==> src/common/pscs_consts.svh <==
`ifndef PSCS_CONSTS_SVH
`define PSCS_CONSTS_SVH

// ****************************************
// Clock and timing
// ****************************************
`define PSCS_CLK_NS          50
`define PSCS_POR_LONG_MS     100
`define PSCS_POR_SHORT_MS    12
`define PSCS_RESTART_MS      100
`define PSCS_MS_NS           1000000
// Least times round up, longest times round down
`define PSCS_POR_LONG_CYC  (`PSCS_POR_LONG_MS*`PSCS_MS_NS/`PSCS_CLK_NS)
`define PSCS_POR_SHORT_CYC (`PSCS_POR_SHORT_MS*`PSCS_MS_NS/`PSCS_CLK_NS)
`define PSCS_RESTART_CYC   (`PSCS_RESTART_MS*`PSCS_MS_NS/`PSCS_CLK_NS)
`define PSCS_BITCLK_MAX_NS   400
`define PSCS_SUCLK_DLY_NS    (4*`PSCS_BITCLK_MAX_NS)
`define PSCS_SUCLK_DLY_CYC ((`PSCS_SUCLK_DLY_NS+`PSCS_CLK_NS-1)/`PSCS_CLK_NS)
`define PSCS_OSC_NS          100
`define PSCS_SU_TIME_NS      20000
`define PSCS_SU_TICKS ((`PSCS_SU_TIME_NS+`PSCS_OSC_NS-1)/`PSCS_OSC_NS)
`define PSCS_EXT_STARTUP_CYC 4436

// ****************************************
// Register map
// ****************************************
`define PSCS_CTRL_OFS        4'h0
`define PSCS_LENGTH_OFS      4'h4
`define PSCS_STATUS_OFS      4'h8
`define PSCS_BITCNT_OFS      4'hC
`define PSCS_CTRL_EXT_BIT    0
`define PSCS_CTRL_AUTO_BIT   1
`define PSCS_STAT_ERR_BIT    4
`define PSCS_STAT_DEN_BIT    3
`define PSCS_CTRL_RST        2'h0
`define PSCS_LENGTH_RST      32'h0000_1000

// ****************************************
// Bit stream layout
// ****************************************
`define PSCS_SYNC_PATTERN    8'hA5
`define PSCS_SYNC_LAST_IDX   32'h0000_0008
`define PSCS_DONE_EN_IDX     32'h0000_000C

`endif

==> src/common/pscs_pkg.sv <==
package pscs_pkg;

  typedef enum logic [2:0] {
    PSCS_POR     = 3'b000,
    PSCS_RESET   = 3'b001,
    PSCS_LOAD    = 3'b010,
    PSCS_STARTUP = 3'b011,
    PSCS_USER    = 3'b100,
    PSCS_ERROR   = 3'b101
  } pscs_stage_e;

  // Filtered pin levels, bit order fixed by the packing below
  typedef struct packed {
    logic pull_dis;
    logic por_sel;
    logic uclk;
    logic data;
    logic bclk;
    logic err_line;
    logic reconfig;
  } pscs_pins_s;

  typedef struct packed {
    logic auto_restart;
    logic ext_clk_sel;
  } pscs_ctrl_s;

endpackage : pscs_pkg

==> src/design/pscs_top.sv <==
`timescale 1ns/1ps
`include "pscs_consts.svh"
// Notes on behaviour
// Power-on delay 100 ms, or 12 ms
// During power-on: reset, error line low, tristate
// Loader power-on delay is 100 or 2 ms
// Loader holds error line low meanwhile
// Target must finish power-up before loader
// Release error line after power-on; keep tristate
// Weak pull-ups after power-on unless disabled
// Reset, load, start-up; reset while lines low
// Reconfig rise releases error line, then load
// Outside party may hold either line low
// Loader shifts bits once lines go high
// Capture one bit per bit clock rise
// Release load complete after all bits
// Loader stops when load complete rises
// Start-up clock internal, or external option
// External clock: delay, then 4436 cycles
// External clock up to 100 MHz; code samples it on clk, so each level must last two clk cycles (up to 5 MHz)
// Start-up finished line low until done; code drives it only in load and start-up, with done-enable set
// User mode: pull-ups off, design pins
// Loader restart instruction pulses reconfig line
// On error drive line low, auto restart
// Loader flags failure after 64 clocks
// Synchronise reconfig and error lines
module pscs_top
  import pscs_pkg::*;
#(
  parameter logic [31:0] POR_LONG_CYC  = `PSCS_POR_LONG_CYC,
  parameter logic [31:0] POR_SHORT_CYC = `PSCS_POR_SHORT_CYC,
  parameter logic [31:0] RESTART_CYC   = `PSCS_RESTART_CYC
) (
  // Clock and reset
  input  wire logic        clk,
  input  wire logic        nrst,
  // APB slave
  input  wire logic        psel,
  input  wire logic        penable,
  input  wire logic        pwrite,
  input  wire logic [31:0] paddr,
  input  wire logic [31:0] pwdata,
  output logic      [31:0] prdata,
  output logic             pready,
  output logic             pslverr,
  // Straps
  input  wire logic        powerup_delay_select,
  input  wire logic        weak_pullup_disable,
  // Handshake lines, open drain
  input  wire logic        reconfig_request_line,
  input  wire logic        error_reset_line_i,
  output logic             error_reset_line_o,
  output logic             error_reset_line_oe,
  output logic             load_complete_line_o,
  output logic             load_complete_line_oe,
  output logic             startup_done_line_o,
  output logic             startup_done_line_oe,
  // Serial stream and start-up clock
  input  wire logic        serial_bit_clock,
  input  wire logic        serial_bit_in,
  input  wire logic        external_startup_clock,
  // User pin control
  output logic             user_io_tristate,
  output logic             weak_pullup_en,
  output logic             user_mode
);

  // ****************************************
  // Pin synchronisers
  // ****************************************
  localparam int NPIN = 7;
  logic [NPIN-1:0] pin_raw;
  logic [NPIN-1:0] pin_s1_r;
  logic [NPIN-1:0] pin_s2_r;
  logic [NPIN-1:0] pin_s3_r;
  logic [NPIN-1:0] pin_flt_r;
  pscs_pins_s      pin;

  assign pin_raw = {weak_pullup_disable, powerup_delay_select,
                    external_startup_clock, serial_bit_in,
                    serial_bit_clock, error_reset_line_i,
                    reconfig_request_line};
  assign pin = pscs_pins_s'(pin_flt_r);

  // A level counts only once the second and third stages agree
  for (genvar g = 0; g < NPIN; g++) begin : g_sync
    always_ff @(posedge clk or negedge nrst) begin
      if (!nrst) begin
        pin_s1_r[g]  <= 1'b0;
        pin_s2_r[g]  <= 1'b0;
        pin_s3_r[g]  <= 1'b0;
        pin_flt_r[g] <= 1'b0;
      end else begin
        pin_s1_r[g] <= pin_raw[g];
        pin_s2_r[g] <= pin_s1_r[g];
        pin_s3_r[g] <= pin_s2_r[g];
        if (pin_s2_r[g] == pin_s3_r[g]) begin
          pin_flt_r[g] <= pin_s3_r[g];
        end
      end
    end
  end

  // Edge detection on the filtered levels
  logic bclk_q_r;
  logic uclk_q_r;
  logic bclk_rise;
  logic uclk_rise;

  always_ff @(posedge clk or negedge nrst) begin
    if (!nrst) begin
      bclk_q_r <= 1'b0;
      uclk_q_r <= 1'b0;
    end else begin
      bclk_q_r <= pin.bclk;
      uclk_q_r <= pin.uclk;
    end
  end

  assign bclk_rise = pin.bclk & ~bclk_q_r;
  assign uclk_rise = pin.uclk & ~uclk_q_r;

  // ****************************************
  // Register file over APB
  // ****************************************
  pscs_ctrl_s  ctrl_r;
  logic [31:0] length_r;
  logic        err_flag_r;
  logic        err_evt;
  logic        done_en_r;
  logic [31:0] bit_cnt_r;
  pscs_stage_e stage_r;
  logic        apb_wr;
  logic        apb_rd;
  logic        mapped;
  logic [3:0]  ofs;

  assign ofs    = paddr[3:0];
  assign mapped = (paddr[31:4] == 28'h000_0000) && (ofs[1:0] == 2'b00);
  assign apb_wr = psel & penable & pready & pwrite;
  assign apb_rd = psel & penable & ~pready & ~pwrite;

  // Answer comes one cycle into the access phase
  always_ff @(posedge clk or negedge nrst) begin
    if (!nrst) begin
      pready  <= 1'b0;
      pslverr <= 1'b0;
    end else begin
      pready  <= psel & penable & ~pready;
      pslverr <= psel & penable & ~pready & ~mapped;
    end
  end

  always_ff @(posedge clk or negedge nrst) begin
    if (!nrst) begin
      prdata <= 32'h0000_0000;
    end else if (apb_rd) begin
      prdata <= 32'h0000_0000;
      if (mapped) begin
        unique case (ofs)
          `PSCS_CTRL_OFS:   prdata[1:0] <= ctrl_r;
          `PSCS_LENGTH_OFS: prdata      <= length_r;
          `PSCS_STATUS_OFS: prdata[4:0] <= {err_flag_r, done_en_r, stage_r};
          `PSCS_BITCNT_OFS: prdata      <= bit_cnt_r;
          default:          prdata      <= 32'h0000_0000;
        endcase
      end
    end
  end

  always_ff @(posedge clk or negedge nrst) begin
    if (!nrst) begin
      ctrl_r   <= `PSCS_CTRL_RST;
      length_r <= `PSCS_LENGTH_RST;
    end else if (apb_wr && mapped) begin
      if (ofs == `PSCS_CTRL_OFS) begin
        ctrl_r <= pwdata[1:0];
      end
      if (ofs == `PSCS_LENGTH_OFS) begin
        length_r <= pwdata;
      end
    end
  end

  // Sticky error flag, write one to clear; a new error wins
  always_ff @(posedge clk or negedge nrst) begin
    if (!nrst) begin
      err_flag_r <= 1'b0;
    end else if (err_evt) begin
      err_flag_r <= 1'b1;
    end else if (apb_wr && mapped && ofs == `PSCS_STATUS_OFS &&
                 pwdata[`PSCS_STAT_ERR_BIT]) begin
      err_flag_r <= 1'b0;
    end
  end

  // ****************************************
  // Stage sequencer
  // ****************************************
  logic [31:0] timer_r;
  logic [12:0] su_cnt_r;
  logic [31:0] shift_r;
  logic [31:0] shift_nxt;
  logic [31:0] bit_cnt_nxt;
  logic        osc_tick_r;
  logic        sync_bad;
  logic        lines_low;
  logic        su_done;

  assign shift_nxt   = {shift_r[30:0], pin.data};
  assign bit_cnt_nxt = bit_cnt_r + 32'h0000_0001;
  assign sync_bad    = (bit_cnt_nxt == `PSCS_SYNC_LAST_IDX) &&
                       (shift_nxt[7:0] != `PSCS_SYNC_PATTERN);
  assign lines_low   = ~pin.reconfig | ~pin.err_line;
  assign err_evt     = (stage_r == PSCS_LOAD) && !lines_low &&
                       bclk_rise && sync_bad;
  assign su_done     = ctrl_r.ext_clk_sel ?
                       (su_cnt_r == 13'(`PSCS_EXT_STARTUP_CYC)) :
                       (su_cnt_r == 13'(`PSCS_SU_TICKS));

  // Stand-in for the 10 MHz internal oscillator
  always_ff @(posedge clk or negedge nrst) begin
    if (!nrst) begin
      osc_tick_r <= 1'b0;
    end else begin
      osc_tick_r <= ~osc_tick_r;
    end
  end

  always_ff @(posedge clk or negedge nrst) begin
    if (!nrst) begin
      stage_r  <= PSCS_POR;
      timer_r  <= 32'h0000_0000;
      su_cnt_r <= 13'h0000;
    end else begin
      unique case (stage_r)
        PSCS_POR: begin
          // Strap is read after release, through the synchroniser
          if (timer_r >= (pin.por_sel ? POR_SHORT_CYC : POR_LONG_CYC)
                         - 32'h0000_0001) begin
            stage_r <= PSCS_RESET;
            timer_r <= 32'h0000_0000;
          end else begin
            timer_r <= timer_r + 32'h0000_0001;
          end
        end
        PSCS_RESET: begin
          // Held here for as long as either line stays low
          if (!lines_low) begin
            stage_r <= PSCS_LOAD;
          end
        end
        PSCS_LOAD: begin
          if (lines_low) begin
            stage_r <= PSCS_RESET;
          end else if (err_evt) begin
            stage_r <= PSCS_ERROR;
            timer_r <= 32'h0000_0000;
          end else if (bclk_rise && bit_cnt_nxt == length_r) begin
            stage_r  <= PSCS_STARTUP;
            timer_r  <= 32'h0000_0000;
            su_cnt_r <= 13'h0000;
          end
        end
        PSCS_STARTUP: begin
          if (lines_low) begin
            stage_r <= PSCS_RESET;
          end else if (su_done) begin
            stage_r <= PSCS_USER;
          end else if (ctrl_r.ext_clk_sel) begin
            // External clock is ignored until the enable delay ends
            if (timer_r < 32'(`PSCS_SUCLK_DLY_CYC)) begin
              timer_r <= timer_r + 32'h0000_0001;
            end else if (uclk_rise) begin
              su_cnt_r <= su_cnt_r + 13'h0001;
            end
          end else if (osc_tick_r) begin
            su_cnt_r <= su_cnt_r + 13'h0001;
          end
        end
        PSCS_USER: begin
          if (lines_low) begin
            stage_r <= PSCS_RESET;
          end
        end
        PSCS_ERROR: begin
          if (!pin.reconfig) begin
            stage_r <= PSCS_RESET;
          end else if (ctrl_r.auto_restart &&
                       timer_r >= RESTART_CYC - 32'h0000_0001) begin
            stage_r <= PSCS_RESET;
          end else begin
            timer_r <= timer_r + 32'h0000_0001;
          end
        end
        default: begin
          stage_r <= PSCS_POR;
        end
      endcase
    end
  end

  // ****************************************
  // Serial bit capture
  // ****************************************
  always_ff @(posedge clk or negedge nrst) begin
    if (!nrst) begin
      shift_r   <= 32'h0000_0000;
      bit_cnt_r <= 32'h0000_0000;
      done_en_r <= 1'b0;
    end else if (stage_r == PSCS_RESET || stage_r == PSCS_POR) begin
      shift_r   <= 32'h0000_0000;
      bit_cnt_r <= 32'h0000_0000;
      done_en_r <= 1'b0;
    end else if (stage_r == PSCS_LOAD && !lines_low && bclk_rise) begin
      shift_r   <= shift_nxt;
      bit_cnt_r <= bit_cnt_nxt;
      if (bit_cnt_r == `PSCS_DONE_EN_IDX) begin
        done_en_r <= pin.data;
      end
    end
  end

  // ****************************************
  // Pin drivers
  // ****************************************
  always_ff @(posedge clk or negedge nrst) begin
    if (!nrst) begin
      error_reset_line_oe   <= 1'b1;
      load_complete_line_oe <= 1'b1;
      startup_done_line_oe  <= 1'b0;
      error_reset_line_o    <= 1'b0;
      load_complete_line_o  <= 1'b0;
      startup_done_line_o   <= 1'b0;
    end else begin
      error_reset_line_o   <= 1'b0;
      load_complete_line_o <= 1'b0;
      startup_done_line_o  <= 1'b0;
      unique case (stage_r)
        PSCS_POR:   error_reset_line_oe <= 1'b1;
        PSCS_RESET: error_reset_line_oe <= ~pin.reconfig;
        PSCS_ERROR: error_reset_line_oe <= 1'b1;
        default:    error_reset_line_oe <= 1'b0;
      endcase
      load_complete_line_oe <= (stage_r != PSCS_STARTUP) &&
                               (stage_r != PSCS_USER);
      startup_done_line_oe  <= done_en_r && (stage_r == PSCS_LOAD ||
                               stage_r == PSCS_STARTUP);
    end
  end

  always_ff @(posedge clk or negedge nrst) begin
    if (!nrst) begin
      user_io_tristate <= 1'b1;
      weak_pullup_en   <= 1'b0;
      user_mode        <= 1'b0;
    end else begin
      user_io_tristate <= (stage_r != PSCS_USER);
      weak_pullup_en   <= !pin.pull_dis && stage_r != PSCS_POR &&
                          stage_r != PSCS_USER;
      user_mode        <= (stage_r == PSCS_USER);
    end
  end

endmodule : pscs_top

==> config.mk <==
export PLATFORM = sky130hd
export DESIGN_NAME = pscs_top
export DESIGN_NICKNAME = d
export VERILOG_FILES = /design/src/common/pscs_pkg.sv /design/src/design/pscs_top.sv
export VERILOG_INCLUDE_DIRS = /design/src /design/src/common
export SDC_FILE = /design/constraint.sdc
export NUM_CORES = 1
export LEC_CHECK = 0
export ABC_CLOCK_PERIOD_IN_PS = 7700
export BUFFER_PORTS_ARGS = -buffer_cell sky130_fd_sc_hd__buf_2
export CELL_PAD_IN_SITES_DETAIL_PLACEMENT = 1
export CELL_PAD_IN_SITES_GLOBAL_PLACEMENT = 2
export CORE_ASPECT_RATIO = 0.75
export CORE_UTILIZATION = 30
export DETAILED_ROUTE_END_ITERATION = 8
export PLACE_DENSITY_LB_ADDON = 0.1
export SLEW_MARGIN = 30
export SYNTH_ARGS = -nofsm -noshare
export SYNTH_HDL_FRONTEND = slang
export SYNTH_SLANG_ARGS = --single-unit
export TNS_END_PERCENT = 1
==> constraint.sdc <==
create_clock -name clk -period 7.7 [get_ports clk]
set_input_delay 1.54 -clock clk [delete_from_list [all_inputs] [get_ports clk]]
set_output_delay 1.54 -clock clk [all_outputs]
set_load 0.05 [all_outputs]
# Word-level counts from Yosys, hierarchy flattened
# Cells that the tools add are included.
# Widths: inputs -> output; s select.
dict set report word_totals {
  word_cells 199
  ff_bits 194
  output_inout_bits 43
}
dict set report classes {
  n_eq_ne 42
  add_sub_neg 4
  reduce_logical 35
  n_lt_le_gt_ge 3
  muxes 48
  n_bitwise 17
}
# operator count
set ops {}
lappend ops {{$mux 32} 13}
lappend ops {{$pmux 32 s4} 1}
lappend ops {{$mux 13} 9}
lappend ops {{$add 32x1->32 const B} 2}
lappend ops {{$eq 32x4->1 const B} 2}
lappend ops {{$pmux 27 s2} 1}
lappend ops {{$eq 32x32->1} 1}
lappend ops {{$ge 32x21->1 const B} 1}
lappend ops {{$ge 32x32->1} 1}
lappend ops {{$lt 32x6->1 const B} 1}
lappend ops {{$mux 3} 10}
lappend ops {{$logic_not 28->1} 1}
lappend ops {{$pmux 13 s2} 1}
lappend ops {{$ne 2x2->1 const B} 12}
lappend ops {{$sub 21x1->22 const B} 1}
lappend ops {{$mux 21} 1}
lappend ops {{$ne 3x3->1 const B} 7}
lappend ops {{$pmux 3 s6} 1}
lappend ops {{$reduce_and 9->1} 2}
lappend ops {{$logic_and 1x1->1} 14}
lappend ops {{$mux 7} 2}
lappend ops {{$add 13x1->13 const B} 1}
lappend ops {{$eq 13x13->1 const B} 1}
lappend ops {{$eq 13x8->1 const B} 1}
lappend ops {{27 further kinds} 62}

# Logic depth before layout (Yosys ltp)
dict set report logic_depth {
  ltp_word 9
  ltp_mapped 13
}

# Least setup slack after synthesis
# OpenSTA, ideal clock, no wires.
dict set report synth_path {
  kind {in2reg}
  from {in paddr[29]}
  to {reg length_r[10]}
  n_path_buf 2
  path_slack_ns 3.677
  path_stages 7
  arrival_time_ns 3.898
  setup_ns 0.125
  path_cell_list {nor4_1 nand4_1 or2_2 clkbuf_1 nor4_1 clkbuf_1 mux2_2}
}
dict set report synth_via {
  elab_chain_len 4
}
# item line_no
set synth_lines {}
lappend synth_lines {{from (decl)} pscs_top.sv:41} ;# input wire logic [31:0] paddr,
lappend synth_lines {{$logic_not 28->1} pscs_top.sv:139} ;# assign mapped = (paddr[31:4] == 28'h000_0000) && (ofs[1:0] == 2'b00);
lappend synth_lines {{$logic_and 1x1->1} pscs_top.sv:139}
lappend synth_lines {{$logic_and 1x1->1} pscs_top.sv:175} ;# end else if (apb_wr && mapped) begin
lappend synth_lines {{$reduce_and 2->1 (no source line)} n/a}
lappend synth_lines {{to (signal assigned)} pscs_top.sv:174} ;# length_r <= `PSCS_LENGTH_RST;
lappend synth_lines {{to (signal assigned)} pscs_top.sv:180} ;# length_r <= pwdata;
lappend synth_lines {{to (decl)} pscs_top.sv:127} ;# logic [31:0] length_r;
# Every way passes these cells.
# A chain may end at the register's enable or synchronous reset.

# Worst setup path after layout
dict set report layout_path {
  from {reg bit_cnt_r[0]}
  to {reg su_cnt_r[11]}
}
dict set report layout_via {
  elab_chain_len 6
}
# item line_no
set layout_lines {}
lappend layout_lines {{from (decl)} pscs_top.sv:131} ;# logic [31:0] bit_cnt_r;
lappend layout_lines {{from (signal assigned)} pscs_top.sv:317} ;# bit_cnt_r <= bit_cnt_nxt;
lappend layout_lines {{$add 32x1->32 (*)} pscs_top.sv:211} ;# assign bit_cnt_nxt = bit_cnt_r + 32'h0000_0001;
lappend layout_lines {{$eq 32x4->1 (no source line)} n/a}
lappend layout_lines {{$logic_and 1x1->1} pscs_top.sv:212} ;# assign sync_bad = (bit_cnt_nxt == `PSCS_SYNC_LAST_IDX) &&
lappend layout_lines {{$logic_and 1x1->1} pscs_top.sv:216} ;# bclk_rise && sync_bad;
lappend layout_lines {{$ne 2x2->1 (no source line)} n/a}
lappend layout_lines {{$reduce_and 9->1 (no source line) (*)} n/a}
lappend layout_lines {{to (signal assigned)} pscs_top.sv:275} ;# su_cnt_r <= su_cnt_r + 13'h0001;
lappend layout_lines {{to (signal assigned)} pscs_top.sv:278} ;# su_cnt_r <= su_cnt_r + 13'h0001;
lappend layout_lines {{to (decl)} pscs_top.sv:201} ;# logic [12:0] su_cnt_r;
# Mark *: on every way between the ends. The rest lies on a longest branch, timed or not.

==> flow_metrics.tcl <==
set metrics [dict create \
    route.detailed.drc 0 \
    numCtsBuffers 17 \
    whs_ns 0.355 \
    tightestPinTransition_ns 0.979 \
    start_util_pct 30.5 \
    via_per_inst 5.58 \
    dieHeight_um 171 \
    max-vdd-ir-drop_mv 0.141 \
    drive_gt1_share_pct 17.7 \
    die_w_um 227 \
    gp_congestion 0.879 \
    postRouteAntennaNets 0 \
    fin_cells 1815 \
    rsz0062_at_grt "false" \
    cp-start-kind "flip-flop" \
    num_rows 61 \
    final_cell_mix "dfrtp_1 (190), nand2_1 (157), buf_2 (114), o21ai_0 (68), nor2_1 (61)" \
    syn_area_mm2 0.0114 \
    htree_num_levels 4 \
    wl_per_cell_um 21.6 \
    switching_power_mw 0.534 \
    synth_edf_count 0 \
    syn_avg_cell_area_um2 9.15 \
    fmax_ghz 0.201 \
    ioPinCount 119 \
    slew_headroom_pct 34.3 \
    setup_viol 0 \
    path_delay_family "simple AND/OR/NAND/NOR gates" \
    yosysTopAreaCell "dfrtp_1" \
    dp_cells 1782 \
    cts_tree "done" \
    pwr-share-seq_pct 50.5 \
    insertion_delay_ns 0.46 \
    cap_viol_max_count 0 \
    drv_slew 0 \
    critPathKind "flip-flop to flip-flop" \
    die-area_mm2 0.0387 \
    min_path_type "flip-flop to flip-flop" \
    grt_antenna_before_repair 1 \
    root_buffer "clkbuf_16" \
    p_clk_share_pct 45.8 \
    cts_resized 0 \
    total_power_mw 2.05 \
    synth_top_area_share_pct 41.8 \
    sw_frac_of_total_pct 26.0 \
    nNetsFinal 1388 \
    cp.arrival_ns 5.32 \
    yosysUniqueCellTypes 83 \
    grt_usage_pct 21.0 \
    coreArea_mm2 0.0372 \
    syn2layout_area_growth_pct 13.6 \
    internal_power_mw 1.52 \
    min_period_ns 4.96 \
    crit_required_ns 8.05 \
    ctsHoldBuffers 0 \
    powerDensity_mw_per_mm2 159 \
    grt_max_degree 97 \
    power_leakage_nw 5.79 \
    drt_iter0_markers 799 \
    finalCritPeriodShare_pct 64.5 \
    finalWirelength_mm 39.3 \
    yosysSeqAreaShare_pct 42.7 \
    layout_commonest_cell "dfrtp_1" \
    cts_setup_buffers 0 \
    status "completed" \
    crit_buf_inv 1 \
    path_max_fanout 30 \
    path_clk_slew_ns 0.08 \
    grt_pass1_vias 9908 \
    cts_max_path_buffers 2 \
    fin_skew_ns 0.0110 \
    first_pass_iters 5 \
    vias 10100 \
    cp_slowest_cell "nor3_1" \
    postSynthCellCount 1244 \
    finalSetupTns_ns 0 \
    synth-seq-cells 194 \
    antenna_cells 0 \
    grt_pass1_wl_mm 61.6 \
    synth-main-ff-cell "dfrtp_1" \
    synth_area_leaders "dfrtp_1 (42%), nand2_1 (5.2%), mux2_2 (3.4%)" \
    path_cells "ha_1, nand4_1, nor3_1, xnor2_1, o22ai_1, or4_1, or4b_1, o21ai_2, buf_4, nand3_2, a211o_1" \
    cts_sinks 194 \
    critPathMaxStageDelay_ns 0.72 \
    async_flop_share_pct 100 \
    comb_power_share_pct 3.6 \
    dp_hpwl_mm 28.2 \
    port_buffers 115 \
    grt_overflow 0 \
    setup.worst_path.end_class "flip-flop" \
    yosys_warnings 0 \
    hold_violations 0 \
]
## cells in the mapped netlist (all sizes together), types with 9 or more instances
master and instances:
a211o 10, a21o 32, a21oi 19, a22o 11, a22oi 30, a31oi 11, and2 10, and3 22
and4 11, buf 34, clkbuf 64, dfrtp 190, ha 14, inv 25, mux2 35, nand2 157
nand3 59, nand4 33, nor2 63, nor3 49, nor4 32, o211ai 23, o21ai 74, o221ai 9
o31ai 38, or2 9, or3 14, or4 11, xnor2 35, xor2 13
## area by class of cell
class                           count  area, um^2
Fill cell                        4316       24300
Multi-Input combinational cell    929        6030
Sequential cell                   194        4860
Inverter                           25        93.8
Tap cell                          504         631
Timing Repair Buffer              131         718
Clock inverter                     14         170
Clock buffer                       18         429
## stage by stage
stage | utilization (%) | worst slack (ns) | area [um^2]
floorplan | - | 3.68 | 11400
global placement | 33.0 | 2.76 | 12300
detailed placement | 33.0 | 2.57 | 12300
CTS | 34.6 | 2.56 | 12900
global route | 34.7 | 2.43 | 12900
finish | 34.7 | 2.74 | 12900
## power groups by stage
| stage | Clock, mW | Combinational, mW | Sequential, mW |
|---|---|---|---|
| detailed placement | 0 | 0.0761 | 1.06 |
| CTS | 0.974 | 0.0764 | 1.04 |
| finish | 0.941 | 0.0743 | 1.04 |
| floorplan | 0 | 0.0229 | 1.06 |
| global placement | 0 | 0.0750 | 1.06 |
| global route | 1.01 | 0.0845 | 1.04 |
## final timing paths
kind                                     startpoint                          to  slack, ns  cells after the start
setup / recovery           bit_cnt_r[0]$_DFFE_PN0P_    su_cnt_r[11]$_DFFE_PN0P_       2.74                     11
hold / removal                pin_s1_r[3]$_DFF_PN0_       pin_s2_r[3]$_DFF_PN0_       0.35                      0
setup reg to reg           bit_cnt_r[0]$_DFFE_PN0P_    su_cnt_r[11]$_DFFE_PN0P_       2.74                     11
hold reg to reg               pin_s1_r[3]$_DFF_PN0_       pin_s2_r[3]$_DFF_PN0_       0.35                      0
max in group asynchronous                      nrst  user_io_tristate$_DFF_PN1_       5.26                      3
min in group asynchronous                      nrst      prdata[18]$_DFFE_PN0P_       1.04                      1
## per-layer routing
| metal | up-vias | track usage, % | share of wire [%] |
|---|---|---|---|
| li1 | 4735 | - | - |
| met1 | 5134 | 34.3 | 55 |
| met2 | 240 | 28.0 | 39 |
| met3 | 27 | 3.11 | 4.9 |
| met4 | 0 | 4.32 | 0.94 |
| met5 | - | 0 | 0 |
## kinds of logic after synthesis
logic type,share of synthesized area (%)
AO/OA/AOI/OAI,19.5
XOR/XNOR,3.69
adder cells (fa/ha/maj),2.16
buffers and inverters,4.61
flip-flops,42.7
multiplexers,4.60
other,0.0330
AND/OR/NAND/NOR,22.8
## flip-flops by register name, indices dropped and copies added, names as in the netlist, 2 cells and up
name,flops
bit_cnt_r,32
length_r,32
prdata,32
timer_r,32
su_cnt_r,13
pin,7
pin_s1_r,7
pin_s2_r,7
pin_s3_r,7
shift_r,7
stage_r,3
ctrl_r,2
(Power assumes the default switching activity.)
